[src/timer_two_pkg.sv]
// constants and types for the auto-reload timer
package timer_two_pkg;

    // ------------------------------------------------------------
    // register addresses on the special function register port
    // ------------------------------------------------------------
    localparam logic [7:0] TIMER_CONTROL_ADDR    = 8'hC8;
    localparam logic [7:0] RELOAD_LOW_BYTE_ADDR  = 8'hCA;
    localparam logic [7:0] RELOAD_HIGH_BYTE_ADDR = 8'hCB;
    localparam logic [7:0] COUNT_LOW_BYTE_ADDR   = 8'hCC;
    localparam logic [7:0] COUNT_HIGH_BYTE_ADDR  = 8'hCD;

    // ------------------------------------------------------------
    // timer_control field positions and reset values
    // ------------------------------------------------------------
    localparam int HIGH_FLAG_BIT  = 7;
    localparam int LOW_FLAG_BIT   = 6;
    localparam int LOW_IRQ_EN_BIT = 5;
    localparam int SPLIT_BIT      = 3;
    localparam int RUN_BIT        = 2;
    localparam int EXT_CLK_BIT    = 0;

    localparam logic [7:0] TIMER_CONTROL_RESET = 8'h00;
    localparam logic [7:0] BYTE_RESET          = 8'h00;
    localparam logic [7:0] BYTE_MAX            = 8'hFF;

    // ------------------------------------------------------------
    // prescaler counts
    // ------------------------------------------------------------
    localparam int          SYSTEM_CLOCK_DIVIDE  = 12;
    localparam logic [3:0]  PRESCALE_LAST  = 4'(SYSTEM_CLOCK_DIVIDE - 1);
    localparam logic [3:0]  PRESCALE_RESET = 4'h0;
    localparam logic [2:0]  EXT_DIV_RESET  = 3'h0;

    typedef struct packed {
        logic high_overflow_flag;
        logic low_overflow_flag;
        logic low_byte_irq_enable;
        logic split_mode_select;
        logic run_control;
        logic ext_clock_select;
    } timer_control_t;

    typedef struct packed {
        timer_control_t ctl;
        logic [7:0]     reload_low_byte;
        logic [7:0]     reload_high_byte;
        logic [7:0]     count_low_byte;
        logic [7:0]     count_high_byte;
        logic [7:0]     rdata;
        logic [3:0]     presc;
        logic           ext_meta;
        logic           ext_sync;
        logic           ext_prev;
        logic [2:0]     ext_div;
    } timer_state_t;

endpackage

[src/auto_reload_timer_two.sv]
// auto-reload timer with 16-bit and split 8-bit modes
`timescale 1ns/1ps

// Operation
// - split select clear: both bytes form one 16-bit auto-reload up-counter
// - 16-bit rollover loads 16-bit reload value and sets high overflow flag
// - 16-bit mode: with timer irq enabled, request interrupt on every rollover
// - 16-bit mode: low-byte irq enable also requests interrupt on low wrap
// - split select set: two independent 8-bit counters, each own reload byte
// - split mode: run bit gates high byte only, low byte always counts
// - per-byte system_clock select (16-bit mode uses the low-byte one), else ext select picks system_clock/12 or external/8
// - external/8 clock synchronised to system clock before use as enable
// - split mode: high wrap sets high flag, low wrap sets low flag
// - split mode irq on high overflow, or either with low irq enable
// - overflow flags never cleared by hardware, only by software writes
module auto_reload_timer_two (
    input  wire  logic       core_clk_in,
    input  wire  logic       reset_n_in,
    input  wire  logic [7:0] sfr_addr_in,
    input  wire  logic       sfr_wr_in,
    input  wire  logic [7:0] sfr_wdata_in,
    output logic       [7:0] sfr_rdata_out,
    input  wire  logic       high_byte_system_clock_select_in,
    input  wire  logic       low_byte_system_clock_select_in,
    input  wire  logic       timer_irq_enable_in,
    input  wire  logic       ext_clock_in,
    output logic             irq_request_out,
    output logic             high_overflow_flag_out,
    output logic             low_overflow_flag_out
);
    import timer_two_pkg::*;

    // ------------------------------------------------------------
    // reset release
    // ------------------------------------------------------------
    logic [1:0] rst_sync_r;
    logic       rst_n;

    always_ff @(posedge core_clk_in or negedge reset_n_in) begin
        if (!reset_n_in) begin
            rst_sync_r <= 2'h0;
        end else begin
            rst_sync_r <= {rst_sync_r[0], 1'b1};
        end
    end
    assign rst_n = rst_sync_r[1];

    // ------------------------------------------------------------
    // state
    // ------------------------------------------------------------
    timer_state_t st_r;
    timer_state_t st_nxt;

    logic        wr_ctl;
    logic        wr_lo;
    logic        wr_hi;
    logic        div12_tick;
    logic        ext_tick;
    logic        tick_lo;
    logic        tick_hi;
    logic        set_high;
    logic        set_low;
    logic [15:0] count16;

    always_comb begin
        st_nxt     = st_r;
        set_high   = 1'b0;
        set_low    = 1'b0;
        count16    = {st_r.count_high_byte, st_r.count_low_byte};
        wr_ctl     = sfr_wr_in && (sfr_addr_in == TIMER_CONTROL_ADDR);
        wr_lo      = sfr_wr_in && (sfr_addr_in == COUNT_LOW_BYTE_ADDR);
        wr_hi      = sfr_wr_in && (sfr_addr_in == COUNT_HIGH_BYTE_ADDR);

        // --------------------------------------------------------
        // count clock sources
        // --------------------------------------------------------
        // system_clock / 12 prescaler
        div12_tick = (st_r.presc == PRESCALE_LAST);
        st_nxt.presc = div12_tick ? PRESCALE_RESET : st_r.presc + 4'h1;

        // sync then divide
        // only the second stage feeds the edge detector
        st_nxt.ext_meta = ext_clock_in;
        st_nxt.ext_sync = st_r.ext_meta;
        st_nxt.ext_prev = st_r.ext_sync;
        ext_tick = 1'b0;
        if (st_r.ext_sync && !st_r.ext_prev) begin
            st_nxt.ext_div = st_r.ext_div + 3'h1;
            ext_tick       = (st_r.ext_div == 3'h7);
        end

        tick_lo = low_byte_system_clock_select_in ? 1'b1 :
                  (st_r.ctl.ext_clock_select ? ext_tick : div12_tick);
        tick_hi = high_byte_system_clock_select_in ? 1'b1 :
                  (st_r.ctl.ext_clock_select ? ext_tick : div12_tick);

        // --------------------------------------------------------
        // counting
        // --------------------------------------------------------
        if (!st_r.ctl.split_mode_select) begin
            // one 16-bit counter, gated by run bit
            if (st_r.ctl.run_control && tick_lo) begin
                set_low = (st_r.count_low_byte == BYTE_MAX);
                if (count16 == {BYTE_MAX, BYTE_MAX}) begin
                    set_high = 1'b1;
                    st_nxt.count_low_byte  = st_r.reload_low_byte;
                    st_nxt.count_high_byte = st_r.reload_high_byte;
                end else begin
                    {st_nxt.count_high_byte, st_nxt.count_low_byte} = count16 + 16'h0001;
                end
            end
        end else begin
            if (tick_lo) begin
                if (st_r.count_low_byte == BYTE_MAX) begin
                    set_low = 1'b1;
                    st_nxt.count_low_byte = st_r.reload_low_byte;
                end else begin
                    st_nxt.count_low_byte = st_r.count_low_byte + 8'h01;
                end
            end
            // high byte gated by run bit
            if (st_r.ctl.run_control && tick_hi) begin
                if (st_r.count_high_byte == BYTE_MAX) begin
                    set_high = 1'b1;
                    st_nxt.count_high_byte = st_r.reload_high_byte;
                end else begin
                    st_nxt.count_high_byte = st_r.count_high_byte + 8'h01;
                end
            end
        end

        // --------------------------------------------------------
        // register writes and flags
        // --------------------------------------------------------
        // software writes to the counter win over counting
        if (wr_lo) begin
            st_nxt.count_low_byte = sfr_wdata_in;
        end
        if (wr_hi) begin
            st_nxt.count_high_byte = sfr_wdata_in;
        end
        if (sfr_wr_in && (sfr_addr_in == RELOAD_LOW_BYTE_ADDR)) begin
            st_nxt.reload_low_byte = sfr_wdata_in;
        end
        if (sfr_wr_in && (sfr_addr_in == RELOAD_HIGH_BYTE_ADDR)) begin
            st_nxt.reload_high_byte = sfr_wdata_in;
        end

        if (wr_ctl) begin
            st_nxt.ctl.high_overflow_flag  = sfr_wdata_in[HIGH_FLAG_BIT];
            st_nxt.ctl.low_overflow_flag   = sfr_wdata_in[LOW_FLAG_BIT];
            st_nxt.ctl.low_byte_irq_enable = sfr_wdata_in[LOW_IRQ_EN_BIT];
            st_nxt.ctl.split_mode_select   = sfr_wdata_in[SPLIT_BIT];
            st_nxt.ctl.run_control         = sfr_wdata_in[RUN_BIT];
            st_nxt.ctl.ext_clock_select    = sfr_wdata_in[EXT_CLK_BIT];
        end
        // hardware flag sets applied after the control write, so a set beats a software clear
        if (set_high) begin
            st_nxt.ctl.high_overflow_flag = 1'b1;
        end
        if (set_low) begin
            st_nxt.ctl.low_overflow_flag = 1'b1;
        end

        // --------------------------------------------------------
        // read mux
        // --------------------------------------------------------
        // read data, one cycle after the address; unused bits read zero
        case (sfr_addr_in)
            TIMER_CONTROL_ADDR: begin
                st_nxt.rdata = {st_r.ctl.high_overflow_flag, st_r.ctl.low_overflow_flag,
                                st_r.ctl.low_byte_irq_enable, 1'b0,
                                st_r.ctl.split_mode_select, st_r.ctl.run_control,
                                1'b0, st_r.ctl.ext_clock_select};
            end
            RELOAD_LOW_BYTE_ADDR:  st_nxt.rdata = st_r.reload_low_byte;
            RELOAD_HIGH_BYTE_ADDR: st_nxt.rdata = st_r.reload_high_byte;
            COUNT_LOW_BYTE_ADDR:   st_nxt.rdata = st_r.count_low_byte;
            COUNT_HIGH_BYTE_ADDR:  st_nxt.rdata = st_r.count_high_byte;
            default:               st_nxt.rdata = BYTE_RESET;
        endcase
    end

    always_ff @(posedge core_clk_in or negedge rst_n) begin
        if (!rst_n) begin
            // control fields picked from their register positions
            st_r <= '{
                ctl: '{
                    high_overflow_flag:  TIMER_CONTROL_RESET[HIGH_FLAG_BIT],
                    low_overflow_flag:   TIMER_CONTROL_RESET[LOW_FLAG_BIT],
                    low_byte_irq_enable: TIMER_CONTROL_RESET[LOW_IRQ_EN_BIT],
                    split_mode_select:   TIMER_CONTROL_RESET[SPLIT_BIT],
                    run_control:         TIMER_CONTROL_RESET[RUN_BIT],
                    ext_clock_select:    TIMER_CONTROL_RESET[EXT_CLK_BIT]
                },
                reload_low_byte:  BYTE_RESET,
                reload_high_byte: BYTE_RESET,
                count_low_byte:   BYTE_RESET,
                count_high_byte:  BYTE_RESET,
                rdata:            BYTE_RESET,
                presc:            PRESCALE_RESET,
                ext_meta:         1'b0,
                ext_sync:         1'b0,
                ext_prev:         1'b0,
                ext_div:          EXT_DIV_RESET
            };
        end else begin
            st_r <= st_nxt;
        end
    end

    // ------------------------------------------------------------
    // outputs
    // ------------------------------------------------------------
    assign sfr_rdata_out          = st_r.rdata;
    assign high_overflow_flag_out = st_r.ctl.high_overflow_flag;
    assign low_overflow_flag_out  = st_r.ctl.low_overflow_flag;
    // level request while the high flag, or the low flag with low-byte irq enable, stands
    assign irq_request_out = timer_irq_enable_in &&
                             (st_r.ctl.high_overflow_flag ||
                              (st_r.ctl.low_byte_irq_enable && st_r.ctl.low_overflow_flag));

endmodule

[config.mk]
export PLATFORM = sky130hd
export DESIGN_NAME = auto_reload_timer_two
export DESIGN_NICKNAME = d
export VERILOG_FILES = /design/src/timer_two_pkg.sv /design/src/auto_reload_timer_two.sv
export SDC_FILE = /design/constraint.sdc
export NUM_CORES = 1
export LEC_CHECK = 0
export BUFFER_PORTS_ARGS = -buffer_cell sky130_fd_sc_hd__buf_2
export CAP_MARGIN = 20
export CORE_ASPECT_RATIO = 1.2
export CORE_MARGIN = 3
export CORE_UTILIZATION = 35
export DETAILED_ROUTE_END_ITERATION = 16
export PLACE_DENSITY = 0.55
export SYNTH_ARGS = -nofsm -noshare
export SYNTH_HDL_FRONTEND = slang
export SYNTH_SLANG_ARGS = --single-unit
[constraint.sdc]
create_clock -name core_clk_in -period 2.3 [get_ports core_clk_in]
set_clock_uncertainty 0.15 [all_clocks]
set_input_delay 0.23 -clock core_clk_in [delete_from_list [all_inputs] [get_ports core_clk_in]]
set_output_delay 0.23 -clock core_clk_in [all_outputs]
set_load 0.05 [all_outputs]
==> flow_metrics.tcl <==
set metrics [dict create \
    p_per_area_nw_per_um2 749 \
    synth_edf_count 0 \
    drtPass1Iterations 5 \
    vias 2827 \
    path_delay_family "compound AO/OA/AOI/OAI gates" \
    synthTopCellsByArea "dfrtp_1 (45%), mux2_2 (8.4%), nand2_1 (4.3%)" \
    synth_compound_area_frac 0.176 \
    start_util 0.367 \
    ff_latch_area_sq_um 1450 \
    crit_fanout 10 \
    clock_path_buffers 2 \
    path_cells "ha_1 -> and4bb_2 -> o32a_2 -> a21oi_1 -> a31oi_1 -> mux2_2" \
    fin_setup_tns_ps 0 \
    n_fill_cell 898 \
    place_congestion 0.913 \
    dp_hpwl_microns 6920 \
    fin_crit_ps 2170 \
    rows 37 \
    cts_buffers 9 \
    grt_pass1_wl_microns 14800 \
    grtUsageTotal 0.184 \
    crit_slowest_cell "o32a_2" \
    postCtsSetupBuffers 0 \
    rsz0062_at_grt "no" \
    synth_xor_area_frac 0.0163 \
    p_sw_frac 0.289 \
    clkTransAtPathRegs_ps 70 \
    yosysUniqueCellTypes 61 \
    die_y_microns 111 \
    cp_data_required_time_ps 2380 \
    core_sq_um 8800 \
    synthesis.nets 344 \
    cap_violations 0 \
    synthMuxAreaShare 0.102 \
    p_comb_frac 0.199 \
    multi_input_area_sq_um 1630 \
    final_max_slew_viol_count 0 \
    final_cells 487 \
    worstSetupPathType "reg2reg" \
    finalSetupViolCount 0 \
    finalCritPeriodShare 0.945 \
    holdCritPathClass "in2reg" \
    ant_nets 0 \
    crit_buf_inv 0 \
    synth_area_sq_um 3230 \
    synthArstFlopShare 1.00 \
    drt_iter0_drc 291 \
    max_stage_delay_ps 480 \
    wirelength_microns 9300 \
    grt.overflow.total 0 \
    p_sw_mw 0.837 \
    fin_nets 393 \
    cts_root_buf "clkbuf_8" \
    cp-start-kind "register" \
    die_area_sq_um 10400 \
    cp-end-kind "register" \
    dpl.cell_count 469 \
    synth.top_cell.area_share 0.449 \
    antenna_found_initial 0 \
    ir_worst_vdd_mv 0.561 \
    synth_fa_ha_area_frac 0.0194 \
    seq_area_frac_synth 0.449 \
    synth_seq_cells 58 \
    grt_pass1_vias 2795 \
    die_x_microns 93.7 \
    cts.sinks 58 \
    synth_top_area_cell "dfrtp_1" \
    max_freq_mhz 460 \
    synth_area_per_cell_sq_um 10.2 \
    cts_max_level 3 \
    drc 0 \
    portBuffers 33 \
    hold_viol_final 0 \
    worst_pin_slew_ps 599 \
    arrival_ps 2250 \
    synth_flop_cell "dfrtp_1" \
    ioPinCount 34 \
    synth-simple-area-share 0.190 \
    post_drt_wl_per_cell_microns 19.1 \
    intPower_mw 2.06 \
    antenna_cells 0 \
    p_seq_frac 0.436 \
    ys_warn_count 0 \
    cts_tree "built" \
    outcome "completed" \
    clkLatencyLatePin_ps 340 \
    grt_max_degree 32 \
    slew_headroom 0.601 \
    drive_gt1_frac 0.311 \
    vias_per_cell 5.80 \
    area_growth_pct 19.6 \
    synth_cells 316 \
    p_leak_nw 1.78 \
    synth_top_family_by_area "simple AND/OR/NAND/NOR gates" \
    clkPwrFrac 0.365 \
]
-- worst min-delay path, stage by stage --
cell and delay [ps]:
buf_2 130, nand2_1 50, o21ai_1 50
-- final cells by class --
| class | count | share of cell area |
|---|---|---|
| clock buffers | 11 | 0.0366 |
| well taps | 117 | 0.0379 |
| multi-input cells | 229 | 0.422 |
| clock inverters | 5 | 0.0201 |
| inverters | 6 | 0.00583 |
| flip-flops and latches | 58 | 0.376 |
| repair buffers | 61 | 0.102 |
-- cells in the final DEF, fill, tap and decap left out, drive strengths merged, types with 3 or more instances in the layout --
| master | instances |
|---|---|
| a21oi | 6 |
| a222oi | 8 |
| a22oi | 7 |
| a31oi | 9 |
| and3 | 8 |
| buf | 59 |
| clkbuf | 11 |
| dfrtp | 58 |
| ha | 5 |
| inv | 6 |
| mux2 | 24 |
| mux2i | 6 |
| nand2 | 39 |
| nand3 | 15 |
| nand4 | 3 |
| nor2 | 25 |
| nor3 | 5 |
| o211ai | 3 |
| o21ai | 12 |
| o2bb2ai | 4 |
| o31ai | 3 |
| o32ai | 3 |
| or3 | 3 |
| xor2 | 5 |
-- stage by stage --
stage,hold WS [ps],cell area [sq um],total power [mW],setup WS (ps),util
after detailed placement,-133,3620,1.85,95.1,0.412
after global routing,13.9,3860,3.05,9.20,0.439
after floorplan,-216,3230,1.63,97.6,-
after global placement,-135,3620,1.83,116,0.412
final,22.4,3860,2.90,126,0.439
after CTS,12.2,3860,2.92,82.1,0.439
-- registers in the layout, summed over array words and instances, names as in the netlist --
name,cells
sfr_rdata_out,8
low_overflow_flag_out,1
st_r,28
count16,16
rst_sync_r,2
high_overflow_flag_out,1
st_nxt,2
-- path summary, 6_finish.rpt --
kind                                 startpoint       endpoint  slack, ps  cells past startpoint
worst min register to register    rst_sync_r[1]       st_r[44]        130                      0
worst max register to register          st_r[6]     count16[2]        130                      6
worst min-delay path            sfr_wdata_in[4]    count16[12]         20                      3
max in group asynchronous         rst_sync_r[1]    count16[15]       1290                      1
min in group asynchronous            reset_n_in  rst_sync_r[1]         50                      2
worst max-delay path                    st_r[6]     count16[2]        130                      6
-- Yosys cell counts, types with 3 or more instances --
| cell type | instances |
|---|---|
| nor3_1 | 3 |
| mux2_2 | 24 |
| xor2_1 | 5 |
| nor2_1 | 23 |
| o32ai_1 | 3 |
| nand3_1 | 14 |
| a22oi_1 | 7 |
| o211ai_1 | 3 |
| a31oi_1 | 9 |
| buf_4 | 8 |
| mux2i_1 | 6 |
| o21ai_1 | 4 |
| dfrtp_1 | 58 |
| and3_1 | 7 |
| buf_2 | 8 |
| nand2_1 | 37 |
| nand4_1 | 3 |
| clkbuf_1 | 7 |
| inv_1 | 6 |
| ha_1 | 5 |
| o21ai_0 | 8 |
| a21oi_1 | 6 |
| o2bb2ai_1 | 4 |
| a222oi_1 | 8 |
-- metal layers --
layer / part of all wire / global-route usage / up-vias
li1: - / - / 1284
met1: 0.42 / 0.234 / 1385
met3: 0.072 / 0.0530 / 18
met4: 0.025 / 0.0607 / 0
met2: 0.48 / 0.297 / 140
met5: 0 / 0 / -
-- cells by family (layout without fill, tap and decap cells) --
kind of cell    after synthesis  after routing
compound gates               75             75
xor+xnor                      6              6
fa+ha+maj                     5              5
buf+inv                      29             83
flops                        58             58
mux                          30             30
other cells                   1              1
simple gates                112            112
-- what timing repair did --
| action | in CTS | in global routing |
|---|---|---|
| setup endpoints to repair | 0 | 1 |
| endpoints found under the hold margin | 3 | 0 |
| gates resized for setup | 0 | 1 |
| hold buffers | 2 | 0 |
-- power by group through the flow --
| stage | clock network (mW) | registers [mW] | logic [mW] |
|---|---|---|---|
| 5_1_grt | 1.13 | 1.27 | 0.643 |
| 3_3_place_gp | 0 | 1.28 | 0.557 |
| 4_1_cts | 1.08 | 1.26 | 0.578 |
| 2_1_floorplan | 0 | 1.25 | 0.382 |
| 6_report | 1.06 | 1.26 | 0.576 |
| 3_5_place_dp | 0 | 1.28 | 0.574 |
Power figures use the tool's default switching activity.
